### src/wer_pkg.sv
// Purpose: Shared constants and types for the wake-up event router.
// Assumes: One clock, synchronous active-high reset, plain register port.
// Notes:   Event bit positions are shared by all event registers.
// ****************************************************************
// Package
// ****************************************************************
package wer_pkg;
  localparam int NUM_EVENTS = 16;
  localparam int NUM_SOURCES = 16;
  localparam int NUM_TARGETS = 4;
  localparam int DATA_W = 32;
  localparam int ADDR_W = 8;
  localparam int SRC_W = 4;
  localparam int SEL_FIELD_W = 8;

  // Register byte offsets
  localparam logic [7:0] OFF_ENABLE = 8'h00;
  localparam logic [7:0] OFF_EDGE = 8'h04;
  localparam logic [7:0] OFF_STATUS = 8'h08;
  localparam logic [7:0] OFF_MASK = 8'h0c;
  localparam logic [7:0] OFF_SELCFG = 8'h10;
  localparam logic [7:0] OFF_RAWIN = 8'h14;
  localparam logic [7:0] OFF_WAKESTAT = 8'h18;

  // Reset values
  localparam logic [15:0] RST_ENABLE = 16'h0000;
  localparam logic [15:0] RST_EDGE = 16'h0000;
  localparam logic [15:0] RST_MASK = 16'h0000;
  localparam logic [31:0] RST_SELCFG = 32'h0000_0000;

  // Event bit positions
  localparam int EV_WAKE0 = 0;
  localparam int EV_RESET_PIN = 4;
  localparam int EV_ALARM = 5;
  localparam int EV_RTC = 6;
  localparam int EV_WATCHDOG = 7;
  localparam int EV_BROWNOUT = 8;
  localparam int EV_CAN = 9;
  localparam int EV_QDEC = 10;
  localparam int EV_ETHERNET = 11;
  localparam int EV_USB_A = 12;
  localparam int EV_USB_B = 13;
  localparam int EV_TIMER_A = 14;
  localparam int EV_TIMER_B = 15;

  // Events able to wake from the deep modes without the 32 kHz oscillator
  localparam logic [15:0] DEEP_WAKE_MASK = 16'h001f;
  // Events that need the 32 kHz oscillator running
  localparam logic [15:0] OSC_WAKE_MASK = 16'h0060;

  // Wake status field positions
  localparam int WS_WAKE_BIT = 0;
  localparam int WS_OSC_BIT = 1;
  localparam int WS_MODE_LSB = 4;

  typedef enum logic [2:0] {
    PM_RUN = 3'b000,
    PM_SLEEP = 3'b001,
    PM_DEEP_SLEEP = 3'b010,
    PM_POWER_DOWN = 3'b011,
    PM_DEEP_PD = 3'b100
  } wer_pmode_t;

  typedef struct packed {
    logic [ADDR_W-1:0] addr;
    logic [DATA_W-1:0] wdata;
    logic wr;
    logic rd;
  } wer_bus_req_t;

  // Per-target selector field: bits 3:0 source, bit 4 invert, bit 5 pulse
  typedef struct packed {
    logic [1:0] spare;
    logic pulse;
    logic invert;
    logic [SRC_W-1:0] src;
  } wer_sel_cfg_t;

  typedef struct packed {
    logic captHold;
    logic syncA;
    logic syncB;
    logic prevB;
    logic evOut;
  } wer_gsel_state_t;

  typedef struct packed {
    logic [15:0] enable;
    logic [15:0] edgeCfg;
    logic [15:0] status;
    logic [15:0] mask;
    logic [15:0] prevEv;
    logic [31:0] selCfg;
    logic [31:0] rdata;
    logic wake;
  } wer_state_t;
endpackage : wer_pkg

### src/wer_gsel.sv
// Purpose: One channel of the global input selector.
// Assumes: targetTick marks each active edge of the target clock.
// Notes:   Source pulses shorter than a target period are held.
`timescale 1ns/1ns
// ****************************************************************
// Selector channel
// ****************************************************************
module wer_gsel (
  input wire logic clk,
  input wire logic rst,
  input wire logic [wer_pkg::NUM_SOURCES-1:0] srcIn,
  input wire wer_pkg::wer_sel_cfg_t cfg,
  input wire logic targetTick,
  output logic targetEvent
);
  import wer_pkg::*;

  wer_gsel_state_t st_reg;
  wer_gsel_state_t st_next;
  logic selBit;

  assign selBit = srcIn[cfg.src] ^ cfg.invert;

  // Next state
  always_comb begin
    st_next = st_reg;
    st_next.captHold = selBit | (st_reg.captHold & ~targetTick);
    if (targetTick) begin
      st_next.syncA = st_reg.captHold;
      st_next.syncB = st_reg.syncA;
      st_next.prevB = st_reg.syncB;
      st_next.evOut = cfg.pulse ? (st_reg.syncB & ~st_reg.prevB) : st_reg.syncB;
    end
  end

  // State register
  always_ff @(posedge clk) begin
    if (rst) begin
      st_reg <= '0;
    end else begin
      st_reg <= st_next;
    end
  end

  assign targetEvent = st_reg.evOut;

  a_pulse_single: assert property (@(posedge clk) disable iff (rst)
    (cfg.pulse && $stable(cfg) && targetEvent && targetTick) |=> !targetEvent)
    else $error("pulse mode output lasted more than one target cycle");
  a_short_capture: assert property (@(posedge clk) disable iff (rst)
    selBit |=> st_reg.captHold)
    else $error("selected source pulse was not captured");
  a_sync_stable: assert property (@(posedge clk) disable iff (rst)
    !targetTick |=> $stable(targetEvent))
    else $error("target event changed outside a target clock edge");
  c_pulse_out: cover property (@(posedge clk) disable iff (rst)
    cfg.pulse && targetEvent);
endmodule : wer_gsel

### src/wer_router.sv
// Purpose: Wake-up and interrupt event router with input selector.
// Assumes: All event inputs synchronous to clk; register port never waits.
// Notes:   Overview of operation
// Overview of operation
// - Enabled, masked-in events raise controller interrupt
// - Wake request to core and clock control
// - Per-event edge or level detection
// - Disabled event gives no interrupt, no wake
// - Wake pins, reset pin wake all modes
// - Alarm, clock events need 32 kHz oscillator
// - Peripheral events wake from sleep only
// - Pending core interrupt wakes from sleep
// - Selector routes one inverted-or-not source
// - Selector captures pulses shorter than target clock
// - Selector synchronizes to target clock
// - Selector optional one-cycle target pulse
`timescale 1ns/1ns
// ****************************************************************
// Event router top
// ****************************************************************
module wer_router (
  input wire logic clk,
  input wire logic rst,
  input wire wer_pkg::wer_bus_req_t busReq,
  output logic [wer_pkg::DATA_W-1:0] busRdata,
  input wire logic [3:0] wakePins,
  input wire logic resetPin,
  input wire logic alarmEvt,
  input wire logic rtcEvt,
  input wire logic watchdogIrq,
  input wire logic brownoutIrq,
  input wire logic canIrq,
  input wire logic qdecIrq,
  input wire logic ethernetEvt,
  input wire logic usbAEvt,
  input wire logic usbBEvt,
  input wire logic osc32kRunning,
  input wire wer_pkg::wer_pmode_t powerMode,
  input wire logic cpuIrqPending,
  input wire logic [wer_pkg::NUM_SOURCES-1:0] selSources,
  input wire logic [wer_pkg::NUM_TARGETS-1:0] targetTick,
  output logic [wer_pkg::NUM_TARGETS-1:0] targetEvents,
  output logic irqToCtrl,
  output logic wakeCore,
  output logic wakeClockCtrl
);
  import wer_pkg::*;

  wer_state_t st_reg;
  wer_state_t st_next;
  logic [NUM_EVENTS-1:0] evIn;
  logic [NUM_EVENTS-1:0] levelHit;
  logic [NUM_EVENTS-1:0] edgeHit;
  logic [NUM_EVENTS-1:0] evHit;
  logic [NUM_EVENTS-1:0] clrMask;
  logic [NUM_EVENTS-1:0] oscOk;
  logic [NUM_EVENTS-1:0] sleepSet;
  logic [NUM_EVENTS-1:0] deepSet;
  logic [NUM_EVENTS-1:0] edgeHeldClr;
  logic wakeNow;

  // ****************************************************************
  // Input selector channels
  // ****************************************************************
  // One selector per target, configured by its byte of selCfg
  generate
    for (genvar t = 0; t < NUM_TARGETS; t++) begin : g_sel
      wer_gsel u_sel (
        .clk(clk),
        .rst(rst),
        .srcIn(selSources),
        .cfg(wer_sel_cfg_t'(st_reg.selCfg[t*SEL_FIELD_W +: SEL_FIELD_W])),
        .targetTick(targetTick[t]),
        .targetEvent(targetEvents[t])
      );
    end
  endgenerate

  // ****************************************************************
  // Event detection
  // ****************************************************************
  // Gather the event vector; timer events come through selector targets 0 and 1
  always_comb begin
    evIn = '0;
    evIn[EV_WAKE0 +: 4] = wakePins;
    evIn[EV_RESET_PIN] = resetPin;
    evIn[EV_ALARM] = alarmEvt;
    evIn[EV_RTC] = rtcEvt;
    evIn[EV_WATCHDOG] = watchdogIrq;
    evIn[EV_BROWNOUT] = brownoutIrq;
    evIn[EV_CAN] = canIrq;
    evIn[EV_QDEC] = qdecIrq;
    evIn[EV_ETHERNET] = ethernetEvt;
    evIn[EV_USB_A] = usbAEvt;
    evIn[EV_USB_B] = usbBEvt;
    evIn[EV_TIMER_A] = targetEvents[0];
    evIn[EV_TIMER_B] = targetEvents[1];
  end

  assign levelHit = st_reg.enable & ~st_reg.edgeCfg & evIn;
  assign edgeHit = st_reg.enable & st_reg.edgeCfg & evIn & ~st_reg.prevEv;
  assign evHit = levelHit | edgeHit;

  // Write-one-to-clear mask for the status register
  assign clrMask = (busReq.wr && busReq.addr == OFF_STATUS) ? busReq.wdata[15:0] : '0;

  // Helper for the edge re-arm check: edge event held while cleared
  assign edgeHeldClr = clrMask & st_reg.enable & st_reg.edgeCfg & evIn & st_reg.prevEv;

  // ****************************************************************
  // Wake-up qualification
  // ****************************************************************
  // oscillator gates alarm and clock
  assign oscOk = osc32kRunning ? '1 : ~OSC_WAKE_MASK;
  assign sleepSet = st_reg.status & oscOk;
  assign deepSet = st_reg.status & oscOk & (DEEP_WAKE_MASK | OSC_WAKE_MASK);

  // Wake decision per power mode
  always_comb begin
    unique case (powerMode)
      PM_RUN: begin
        wakeNow = 1'b0;
      end
      PM_SLEEP: begin
        wakeNow = (|sleepSet) | cpuIrqPending;
      end
      PM_DEEP_SLEEP, PM_POWER_DOWN, PM_DEEP_PD: begin
        wakeNow = |deepSet;
      end
      default: begin
        wakeNow = 1'b0;
      end
    endcase
  end

  // ****************************************************************
  // Register file and state update
  // ****************************************************************
  // Next state: config writes, sticky status, read data, wake
  always_comb begin
    st_next = st_reg;
    st_next.prevEv = evIn;
    st_next.status = (st_reg.status & ~clrMask) | evHit;
    st_next.wake = wakeNow;
    if (busReq.wr) begin
      unique case (busReq.addr)
        OFF_ENABLE: begin
          st_next.enable = busReq.wdata[15:0];
        end
        OFF_EDGE: begin
          st_next.edgeCfg = busReq.wdata[15:0];
        end
        OFF_MASK: begin
          st_next.mask = busReq.wdata[15:0];
        end
        OFF_SELCFG: begin
          st_next.selCfg = busReq.wdata;
        end
        default: begin
          st_next.selCfg = st_reg.selCfg; // Status and read-only: no store
        end
      endcase
    end
    st_next.rdata = '0;
    if (busReq.rd) begin
      unique case (busReq.addr)
        OFF_ENABLE: begin
          st_next.rdata = {16'h0000, st_reg.enable};
        end
        OFF_EDGE: begin
          st_next.rdata = {16'h0000, st_reg.edgeCfg};
        end
        OFF_STATUS: begin
          st_next.rdata = {16'h0000, st_reg.status};
        end
        OFF_MASK: begin
          st_next.rdata = {16'h0000, st_reg.mask};
        end
        OFF_SELCFG: begin
          st_next.rdata = st_reg.selCfg;
        end
        OFF_RAWIN: begin
          st_next.rdata = {16'h0000, evIn};
        end
        OFF_WAKESTAT: begin
          st_next.rdata[WS_WAKE_BIT] = st_reg.wake;
          st_next.rdata[WS_OSC_BIT] = osc32kRunning;
          st_next.rdata[WS_MODE_LSB +: 3] = powerMode;
        end
        default: begin
          st_next.rdata = '0; // Unmapped reads return zero
        end
      endcase
    end
  end

  // State register
  always_ff @(posedge clk) begin
    if (rst) begin
      st_reg <= '0;
      st_reg.enable <= RST_ENABLE;
      st_reg.edgeCfg <= RST_EDGE;
      st_reg.mask <= RST_MASK;
      st_reg.selCfg <= RST_SELCFG;
    end else begin
      st_reg <= st_next;
    end
  end

  // ****************************************************************
  // Outputs
  // ****************************************************************
  // masked status drives interrupt
  assign irqToCtrl = |(st_reg.status & st_reg.mask);
  assign wakeCore = st_reg.wake;
  assign wakeClockCtrl = st_reg.wake;
  assign busRdata = st_reg.rdata;

  // ****************************************************************
  // Assertions
  // ****************************************************************
  a_level_capture: assert property (@(posedge clk) disable iff (rst)
    (levelHit != '0) |=> ((st_reg.status & $past(levelHit)) == $past(levelHit)))
    else $error("enabled level event not latched in status");
  a_edge_rearm: assert property (@(posedge clk) disable iff (rst)
    (edgeHeldClr != '0) |=> ((st_reg.status & $past(edgeHeldClr)) == '0))
    else $error("held edge event set status again after clear");
  a_disabled_silent: assert property (@(posedge clk) disable iff (rst)
    (st_reg.enable == '0) |=> ((st_reg.status & ~$past(st_reg.status)) == '0))
    else $error("status set while all events disabled");
  a_status_hold: assert property (@(posedge clk) disable iff (rst)
    (clrMask == '0) |=> ((st_reg.status & $past(st_reg.status)) == $past(st_reg.status)))
    else $error("status flag lost without a clear");
  a_irq_raise: assert property (@(posedge clk) disable iff (rst)
    ((evHit & st_reg.mask) != '0 && !busReq.wr) |=> irqToCtrl)
    else $error("masked-in event did not raise interrupt");
  a_sleep_cpu_wake: assert property (@(posedge clk) disable iff (rst)
    (powerMode == PM_SLEEP && cpuIrqPending) |=> wakeCore)
    else $error("pending core interrupt did not wake from sleep");
  a_deep_pin_wake: assert property (@(posedge clk) disable iff (rst)
    (powerMode == PM_DEEP_PD && (st_reg.status & DEEP_WAKE_MASK) != '0) |=> wakeCore)
    else $error("wake pin event did not wake from deep power-down");
  a_deep_periph_block: assert property (@(posedge clk) disable iff (rst)
    (powerMode == PM_POWER_DOWN && (st_reg.status & (DEEP_WAKE_MASK | OSC_WAKE_MASK)) == '0)
    |=> !wakeCore)
    else $error("peripheral event woke a deep mode");
  a_osc_gate: assert property (@(posedge clk) disable iff (rst)
    (powerMode == PM_DEEP_SLEEP && !osc32kRunning && (st_reg.status & DEEP_WAKE_MASK) == '0)
    |=> !wakeCore)
    else $error("alarm or clock event woke without oscillator");
  a_status_readback: assert property (@(posedge clk) disable iff (rst)
    (busReq.rd && busReq.addr == OFF_STATUS) |=> (busRdata[15:0] == $past(st_reg.status)))
    else $error("status readback mismatch");
  a_wake_pair: assert property (@(posedge clk) disable iff (rst)
    $rose(wakeCore) |-> wakeClockCtrl && $past(wakeNow))
    else $error("wake request not paired or without cause");
  c_irq_rise: cover property (@(posedge clk) disable iff (rst) $rose(irqToCtrl));
  c_deep_wake: cover property (@(posedge clk) disable iff (rst)
    powerMode == PM_DEEP_PD && wakeCore);
  c_clear_set: cover property (@(posedge clk) disable iff (rst) (clrMask & evHit) != '0);
endmodule : wer_router

### config.mk
export PLATFORM = sky130hd
export DESIGN_NAME = wer_router
export DESIGN_NICKNAME = d
export VERILOG_FILES = /design/src/wer_pkg.sv /design/src/wer_gsel.sv /design/src/wer_router.sv
export SDC_FILE = /design/constraint.sdc
export NUM_CORES = 1
export LEC_CHECK = 0
export BUFFER_PORTS_ARGS = -buffer_cell sky130_fd_sc_hd__buf_2
export CORE_ASPECT_RATIO = 1.5
export CORE_MARGIN = 2
export CORE_UTILIZATION = 32
export CTS_BUF_LIST = sky130_fd_sc_hd__clkbuf_4 sky130_fd_sc_hd__clkbuf_8 sky130_fd_sc_hd__clkbuf_16
export DETAILED_ROUTE_END_ITERATION = 10
export GPL_TIMING_DRIVEN = 0
export HOLD_SLACK_MARGIN = 0.08
export PLACE_DENSITY_LB_ADDON = 0.15
export SLEW_MARGIN = 30
export SYNTH_ARGS = -nofsm -noshare
export SYNTH_HDL_FRONTEND = slang
export SYNTH_SLANG_ARGS = --single-unit
### constraint.sdc
create_clock -name clk -period 4 [get_ports clk]
set_clock_uncertainty 0.1 [all_clocks]
set_input_delay 0.2 -clock clk [delete_from_list [all_inputs] [get_ports clk]]
set_output_delay 0.2 -clock clk [all_outputs]
set_load 0.05 [all_outputs]
; ---- Word level (Yosys, flattened, before mapping)
; Index checks and enable logic that the tools add are counted.
[op_classes]
magnitude_cmp = 4
eq_ne = 10
muxes = 19
n_bitwise = 39
n_reduce_logical = 11
[op_table]
columns = cell, n
row1 = $pmux W25 S6, 1
row2 = $and A16 B16 Y16, 8
row3 = $not A16 Y16, 3
row4 = $or A16 B16 Y16, 2
row5 = $reduce_or A16 Y1, 2
row6 = $eq A8 B5 Y1 const B, 3
row7 = $pmux W3 S7, 1
row8 = $lt A4 B5 Y1 const B, 4
row9 = $bmux W1 S4, 4
row10 = $eq A8 B4 Y1 const B, 2
row11 = $mux W16, 1
row12 = $pmux W2 S7, 1
row13 = $pmux W2 S6, 1
row14 = $not A1 Y1, 9
row15 = $and A1 B1 Y1, 8
row16 = $eq A8 B3 Y1 const B, 1
row17 = $logic_not A8 Y1, 1
row18 = $mux W1, 8
row19 = $reduce_and A2 Y1, 4
row20 = $mux W7, 1
row21 = $reduce_or A7 Y1, 1
row22 = $eq A3 B2 Y1 const B, 2
row23 = $or A1 B1 Y1, 5
row24 = $xor A1 B1 Y1, 4
row25 = 6 further kinds, 6
[word_totals]
regBits = 165
in_bits = 83

; ---- Longest topological paths before layout
; Gate-level depths: netlist of the first run.
[logic_depth]
word_depth = 6
depth_mapped = 8
ltp_nobuf = 4

; ---- Cells and area by module
; Synthesis of the first run repeated with hierarchy kept, for this count alone.
[hier_totals]
hier_cells = 813
area_unflattened_um2 = 7573.5
[modules_own_cells]
columns = mod, instances, cells_each, area_each_um2
row1 = wer_router, 1, 693, 6227.2
row2 = wer_gsel, 4, 30, 336.6

; ---- Least setup slack after synthesis of the first run
; OpenSTA, ideal clock, no wires.
[synth_path]
kind = input port to flip-flop
from = in busReq[41] in the netlist's numbering
to = reg st_reg[87] in the netlist's numbering
setup_ns = 0.128
arrival_ns = 1.693
path_slack_ns = 2.079
stages = 6
path_buffers = 2
path_cell_list = or3_1 > buf_6 > nor4_4 > buf_6 > mux2i_1 > nor2_1
[synth_via]
elab_chain_cells = 2
[synth_rtl]
columns = element, line
row1 = from (decl), wer_router.sv:24  ; input wire wer_pkg::wer_bus_req_t busReq,
row2 = $eq A8 B4 Y1, wer_router.sv:146  ; unique case (busReq.addr)
row3 = $reduce_and A2 Y1 (no line), --
row4 = to (signal assigned), wer_router.sv:206  ; st_reg <= st_next;
row5 = to (decl), wer_router.sv:49  ; wer_state_t st_reg;
; Every way passes these cells.
; A chain may end at the register's enable or synchronous reset.

; ---- Final worst setup path of the first run
[layout_path]
from = in busReq[37] in the netlist's numbering
to = reg st_reg[36] in the netlist's numbering
[layout_via]
elab_chain_cells = 2
[layout_rtl]
columns = element, line
row1 = $eq A8 B5 Y1, wer_router.sv:146
row2 = $reduce_and A2 Y1 (no line), --
; Every way passes these cells.

==> results of run 1 <==
[how the worst max path moves through the flow]
stage               startpoint          to  cells after the start
detailed placement  busReq[37]  st_reg[34]                      7
CTS                 busReq[37]  st_reg[36]                      7
floorplan           busReq[41]  st_reg[87]                      6
global route        busReq[37]  st_reg[39]                      7
finish              busReq[37]  st_reg[36]                      7
global placement    busReq[37]  st_reg[34]                      7
[synth_stat cells (all sizes together), types with 2 or more instances]
cell type | number | area (um2)
nor2 | 71 | 267
buf | 53 | 372
nand2b | 11 | 68.8
and2 | 15 | 93.8
a2bb2oi | 2 | 17.5
nand3 | 34 | 170
or3 | 2 | 12.5
dfxtp | 165 | 3300
a22o | 4 | 35.0
clkbuf | 33 | 125
mux2 | 4 | 45.0
or2 | 6 | 37.5
inv | 25 | 93.8
o32ai | 2 | 17.5
mux4 | 19 | 428
o21ba | 6 | 60.1
and4b | 4 | 40.0
a22oi | 8 | 60.1
nor3b | 3 | 22.5
nor4 | 8 | 86.3
nand2 | 95 | 357
nor2b | 21 | 131
o22ai | 11 | 68.8
a221oi | 4 | 35.0
nand4 | 3 | 18.8
o21ai | 22 | 110
nor3 | 12 | 65.1
a21oi | 65 | 325
a2111oi | 8 | 70.1
a311oi | 2 | 17.5
mux2i | 87 | 871
o2bb2ai | 4 | 35.0
[layer usage]
metal  routed length, um  share of wire  global-route usage
met3                1040          0.041              0.0318
met4                1080          0.042               0.105
met5                   0              0                   0
met1               10200           0.40               0.235
met2               13200           0.52               0.373
[through the flow]
step | utilization | hold slack (ns) | total power [mW] | setup WS [ns] | cell area (um2)
after floorplan | - | 0.228 | 1.82 | 2.08 | 7530
after global placement | 0.369 | 0.335 | 1.94 | 1.16 | 8500
after detailed placement | 0.369 | 0.339 | 1.94 | 1.23 | 8500
after CTS | 0.416 | 0.0836 | 3.61 | 1.67 | 9600
after global routing | 0.416 | 0.111 | 3.69 | 1.57 | 9600
final | 0.416 | 0.0967 | 3.57 | 1.68 | 9600
[worst reg2reg max path: stages, from the launching register on]
cell       delay, ns
dfxtp_1         0.54
mux4_2          0.59
o22ai_1         0.25
a2111oi_0       0.10
a2111oi_0       0.36
[power by group]
| group | internal, mW | switching, mW |
|---|---|---|
| Sequential | 1.66 | 0.00686 |
| Combinational | 0.116 | 0.159 |
| Clock | 0.893 | 0.738 |
| Total | 2.67 | 0.904 |
[cell families after synthesis]
group | after synthesis | synth area share
AOI/OAI and AO/OA | 143 | 0.119
buffers and inverters | 111 | 0.0784
DFF | 165 | 0.438
muxes | 110 | 0.178
and+or+nand+nor | 289 | 0.186
[area by class of cell]
type / instances / area, um2 / area share
multi-input combinational: 542 / 3640 / 0.379
buffer: 86 / 497 / 0.0518
timing repair buffer: 166 / 1090 / 0.113
tap: 315 / 394 / 0.0411
clock buffer: 18 / 439 / 0.0458
sequential: 165 / 3300 / 0.344
clock inverter: 14 / 143 / 0.0149
inverter: 25 / 93.8 / 0.00978
==> results.toml, run 1 <==
[setup_path]
path_class = "in -> reg"
worstPathArrival_ns = 2.50
path_buf_inv = 3
worst_path_largest_cell_delay_ns = 0.73
r2r_end = "g_sel[1].u_sel.st_reg[4]"
critPathTopFamily = "simple AND/OR/NAND/NOR gates"
worstSetupStartpointType = "input port"
crit_required_ns = 4.19
critPathMostFrequentCell = "buf_2"
path_cells = "buf_2 -> buf_2 -> nor3b_1 -> nand4_1 -> clkbuf_1 -> nand2_1 -> a21oi_1"
ff2ff_setup_slack_ns = 1.93
critPathCaptureType = "flop"
critPathMaxFanout = 10
crit_slowest_cell = "nor3b_1"
r2r_cells = 4
r2r_start = "st_reg[42]"

[global_route]
grt_pass1_vias = 6420
grt_max_degree = 17
antenna_found_initial = 0
grt-ovfl-total = 0
grtUsageTotal = 0.208
grt_pass1_wl_um = 37500

[sta]
worstMarginPinSlew_ns = 0.911
min_period_ns = 2.32
setup_tns_ns = 0
hold_violations = 0
clock.fmax_mhz = 431
drv_slew = 0
setup_violations = 0
rsz0062_at_grt = "no"
slew_headroom = 0.388
fin_crit_sh = 0.580

[floorplan]
die_area_um2 = 24800
initial_utilization = 0.327
coreArea_um2 = 23100
num_io_pins = 122
die_h_um = 192
rows = 68
fp.dieW_um = 129

[routing]
viasPerCell = 4.95
ant_nets = 0
drtIter0Drc = 441
drc = 0
wl_per_cell_um = 19.2
routed_wl_um = 25500
dr.pass1.iters = 5
vias = 6585

[yosys]
synth_area_um2 = 7530
synth-warning-count = 0
syn-num-nets = 901
syn_inst = 818
synth_edf_count = 0
ys.flop_type = "dfxtp_1"
synthArstFlopShare = 0
ys_seq_area_frac = 0.438
yosysUniqueCellTypes = 49
syn_avg_cell_area_um2 = 9.21
ys_ff_latch = 165

[clock_network]
cts_hold_buf = 51
ctsResizeCount = 0
ctsLongestPathBuffers = 2
cts_sinks = 165
h-tree-depth = 4
clk_pin_slew_ns = 0.07
clock_tree.root_cell = "clkbuf_16"
cts_tree = "yes"
postCtsSetupBuffers = 0
insertion_delay_ns = 0.44
numCtsBuffers = 17

[run_status]
status = "finished clean"

[worst_hold_path]
holdPathStages = 3
hold_start = "targetTick[2]"
whs_endpoint = "g_sel[2].u_sel.targetEvent"
hp-class = "in -> reg"

[place]
dp.cells = 1248
gp_congestion = 0.917
port_buffers = 115
dpl.hpwl_um = 19000

[final_layout]
final_common_cell = "dfxtp_1"
final_cell_mix = "dfxtp_1, buf_2, nand2_1, mux2i_1, nor2_1"
largest_reg_flops = 112
area_growth_pct = 27.4
drive_gt1_frac = 0.232
fill_cells = 2354
antenna_cells = 0
final_nets = 1086
fin_cells = 1331

[power]
powerDensity_nw_per_um2 = 372
power_leakage_nw = 3.80
vdd_ir_drop_max_uv = 328

[job]
cap_viol_max_count = 0
(Power assumes the default switching activity.)
==> run 2, diff against run 1 <==
==> constraint.sdc (replaced) <==
create_clock -name clk -period 2.05 [get_ports clk]
set_clock_uncertainty 0.1 [all_clocks]
set_input_delay 0.1025 -clock clk [delete_from_list [all_inputs] [get_ports clk]]
set_output_delay 0.1025 -clock clk [all_outputs]
set_load 0.05 [all_outputs]
==> results.toml, run 2 (synthesis gave the netlist of run 1 again) <==
[floorplan]
fp.dieW_um = 129
die_h_um = 192
initial_utilization = 0.327
num_io_pins = 122
rows = 68
coreArea_um2 = 23100
die_area_um2 = 24800

[global_route]
grt_pass1_vias = 6461
grt.busiest_layer = "met2"
grtUsageMet2 = 0.374
grt-ovfl-total = 0
antenna_found_initial = 0
use_met3 = 0.0318
grt_max_degree = 17
grt_pass1_wl_um = 37700
gr-usage-met1 = 0.237
grtUsageTotal = 0.208

[sta]
setup_tns_ns = 0
clock.fmax_mhz = 513
fin_crit_sh = 0.951
hold_violations = 0
setup_violations = 0
slew_headroom = 0.391
drv_slew = 0
min_period_ns = 1.95
worstMarginPinSlew_ns = 0.906
rsz0062_at_grt = "no"

[final_layout]
final_cell_mix = "dfxtp_1, buf_2, nand2_1, mux2i_1, nor2_1"
largest_reg_flops = 112
final_nets = 1095
fin_cells = 1340
final_common_cell = "dfxtp_1"
antenna_cells = 0
drive_gt1_frac = 0.240
area_growth_pct = 29.0

[place]
dpl.hpwl_um = 19000
port_buffers = 115
gp_congestion = 0.917
dp.cells = 1248

[setup_path]
critPathCaptureType = "flop"
path_class = "in -> reg"
worstSetupStartpointType = "input port"
crit_required_ns = 2.24
critPathMaxFanout = 10
worstPathArrival_ns = 2.14

[clock_network]
insertion_delay_ns = 0.44
cts_sinks = 165
clk_pin_slew_ns = 0.07
ctsLongestPathBuffers = 2
clock_tree.root_cell = "clkbuf_16"
numCtsBuffers = 17
h-tree-depth = 4
cts_tree = "yes"

[routing]
wl_per_cell_um = 19.1
drc = 0
drtIter0Drc = 488
vias = 6622
routed_wl_um = 25600
dr.pass1.iters = 5
viasPerCell = 4.94
ant_nets = 0

[power]
power_mw = 6.98
power_leakage_nw = 3.84
powerDensity_nw_per_um2 = 718
vdd_ir_drop_max_uv = 640

[run_status]
status = "finished clean"

[job]
cap_viol_max_count = 0

[worst_hold_path]
hp-class = "in -> reg"
## run 2: layer usage
layer / vias up / part of all wire / wire length, um
met3: 43 / 0.043 / 1110
li1: 3211 / - / -
met5: - / 0 / 0
met1: 3165 / 0.40 / 10100
met4: 0 / 0.036 / 912
met2: 203 / 0.53 / 13500
## run 2: power by group
| part | switching (mW) | internal, mW | leakage, nW |
|---|---|---|---|
| Combinational | 0.313 | 0.238 | 2.22 |
| Clock | 1.44 | 1.74 | 0.282 |
| Sequential | 0.0134 | 3.23 | 1.34 |
## run 2: final timing paths
path,cells after the start,start,slack [ns],to
setup / recovery,7,busReq[38],0.10,st_reg[142]
hold / removal,4,rst,0.08,st_reg[112]
setup reg to reg,5,st_reg[104],0.11,wakeClockCtrl
hold reg to reg,1,st_reg[63],0.35,busRdata[30]
## run 2: worst max-delay path, cell delays in order
cell      delay, ns
buf_2          0.17
or2_2          0.29
clkbuf_1       0.23
nor4_4         0.73
buf_6          0.32
mux2i_1        0.21
nor2_1         0.06
## run 2: final cells by class
| type | count | area [um2] |
|---|---|---|
| inverters | 25 | 93.8 |
| flip-flops and latches | 165 | 3310 |
| fillers | 2356 | 13300 |
| clock inverters | 14 | 143 |
| multi-input cells | 542 | 3660 |
| plain buffers | 86 | 502 |
| well taps | 315 | 394 |
| repair buffers | 175 | 1170 |
| clock buffers | 18 | 439 |
## run 2: timing repair
item / 4_1_cts / 5_1_grt
setup buffers: 0 / 1
cloned: 0 / 0
setup endpoints to repair: 32 / 10
hold buffers: 59 / 0
gates resized for setup: 5 / 9
pin swaps: 2 / 3
endpoints found under the hold margin: 138 / 0
## run 2: through the flow
stage	hold WS (ns)	area [um2]	utilization	setup WS [ns]
2_1_floorplan	0.131	7530	-	0.227
3_3_place_gp	0.250	8500	0.369	-0.691
3_5_place_dp	0.252	8500	0.369	-0.624
4_1_cts	0.0880	9690	0.420	0.0235
5_1_grt	0.107	9720	0.422	0.00191
6_report	0.0807	9720	0.422	0.101
==> run 3, diff against run 2 <==
==> constraint.sdc (replaced) <==
create_clock -name clk -period 1.62 [get_ports clk]
set_clock_uncertainty 0.1 [all_clocks]
set_input_delay 0.081 -clock clk [delete_from_list [all_inputs] [get_ports clk]]
set_output_delay 0.081 -clock clk [all_outputs]
set_load 0.05 [all_outputs]
==> results.toml, run 3 (synthesis gave the netlist of run 1 again) <==
[run_status]
status = "finished, violations left"
violations = "negative setup slack"

[setup_path]
worstPathArrival_ns = 1.98
critPathMaxFanout = 3
worstSetupStartpointType = "flop"
crit_required_ns = 1.85
critPathCaptureType = "flop"
path_class = "reg -> reg"

[final_layout]
drive_gt1_frac = 0.298
antenna_cells = 0
fill_cells = 2304
final_nets = 1120
largest_reg_flops = 112
postLayoutCoreUtil = 0.445
final_cell_mix = "dfxtp_1, buf_2, nand2_1, mux2i_1, nor2_1"
area_growth_pct = 36.2
fin_cells = 1365
final_common_cell = "dfxtp_1"

[clock_network]
cts_sinks = 165
insertion_delay_ns = 0.44
ctsLongestPathBuffers = 2
numCtsBuffers = 17
clk_pin_slew_ns = 0.07
h-tree-depth = 4
clock_tree.root_cell = "clkbuf_16"
cts_tree = "yes"

[routing]
wl_met2_um = 13400
dr.pass1.iters = 6
topRoutingLayerUsed = "met4"
met3_length_um = 1210
ant_nets = 0
drc = 0
vias = 6629
viasPerCell = 4.86
wl_per_cell_um = 19.0
drtIter0Drc = 352
routed_wl_um = 25900
m1WireLength_um = 10500

[sta]
setup_tns_ns = -0.501
fin_ws_ns = -0.134
setup_violations = 5
drv_slew = 0
fin_crit_sh = 1.08
clock.fmax_mhz = 570
slew_headroom = 0.422
rsz0062_at_grt = "yes"
whs_ns = 0.0893
hold_violations = 0
worstMarginPinSlew_ns = 0.867
min_period_ns = 1.75

[worst_hold_path]
hp-class = "in -> reg"

[global_route]
grt-ovfl-total = 0
grt_max_degree = 17
grt_pass1_vias = 6528
grtUsageTotal = 0.211
antenna_found_initial = 0
grt_pass1_wl_um = 38300

[place]
dpl.hpwl_um = 18600
dp.cells = 1248
port_buffers = 115
gp_congestion = 0.924

[job]
cap_viol_max_count = 0

[floorplan]
die_h_um = 192
initial_utilization = 0.327
die_area_um2 = 24800
coreArea_um2 = 23100
num_io_pins = 122
fp.dieW_um = 129
rows = 68

[power]
vdd_ir_drop_max_uv = 748
powerDensity_nw_per_um2 = 905
power_leakage_nw = 4.11
power_mw = 9.29
[run 3: area by class of cell]
| type | instances | area [um2] | share of cell area |
|---|---|---|---|
| Timing Repair Buffer | 200 | 1370 | 0.133 |
| Tap cell | 315 | 394 | 0.0384 |
| Inverter | 25 | 93.8 | 0.00915 |
| Buffer | 86 | 537 | 0.0523 |
| Clock inverter | 15 | 216 | 0.0211 |
| Clock buffer | 17 | 425 | 0.0415 |
| Sequential cell | 165 | 3350 | 0.327 |
| Multi-Input combinational cell | 542 | 3870 | 0.377 |
[run 3: where the power goes]
group | total (mW) | internal, mW | leakage (nW) | switching [mW]
clock | 4.45 | 2.62 | 0.314 | 1.83
sequential | 4.09 | 4.08 | 1.35 | 0.0175
combinational | 0.741 | 0.324 | 2.44 | 0.418
total | 9.29 | 7.02 | 4.11 | 2.26
[run 3: worst paths after layout]
path	cells after the start	slack (ns)	endpoint	startpoint
max	4	-0.13	g_sel[1].u_sel.st_reg[4]	st_reg[42]
min	3	0.09	busRdata[20]	busReq[36]
max reg2reg	4	-0.13	g_sel[1].u_sel.st_reg[4]	st_reg[42]
min reg2reg	1	0.35	busRdata[22]	st_reg[55]
[run 3: worst max-delay path: stages (launching register included)]
cell and delay, ns:
dfxtp_4 0.39, mux4_2 0.56, o22ai_4 0.21, a2111oi_2 0.08, a2111oi_2 0.29
[run 3: through the flow]
stage | setup slack [ns] | cell area, um2
2_1_floorplan | -0.139 | 7560
3_3_place_gp | -1.02 | 8530
3_5_place_dp | -0.973 | 8530
4_1_cts | -0.238 | 10100
5_1_grt | -0.224 | 10300
6_report | -0.134 | 10300
[run 3: repair_timing]
action / CTS / global route
endpoints found under the setup margin: 67 / 52
hold buffers: 59 / 0
hold endpoints to repair: 143 / 0
setup buffers: 22 / 4
pin swaps: 17 / 8
gates cloned: 0 / 0
gates resized for setup: 47 / 36
[run 3: layer usage]
| metal | vias up | track usage |
|---|---|---|
| met4 | 0 | 0.0853 |
| met5 | - | 0 |
| met1 | 3093 | 0.242 |
| li1 | 3266 | - |
| met2 | 224 | 0.381 |
| met3 | 46 | 0.0396 |
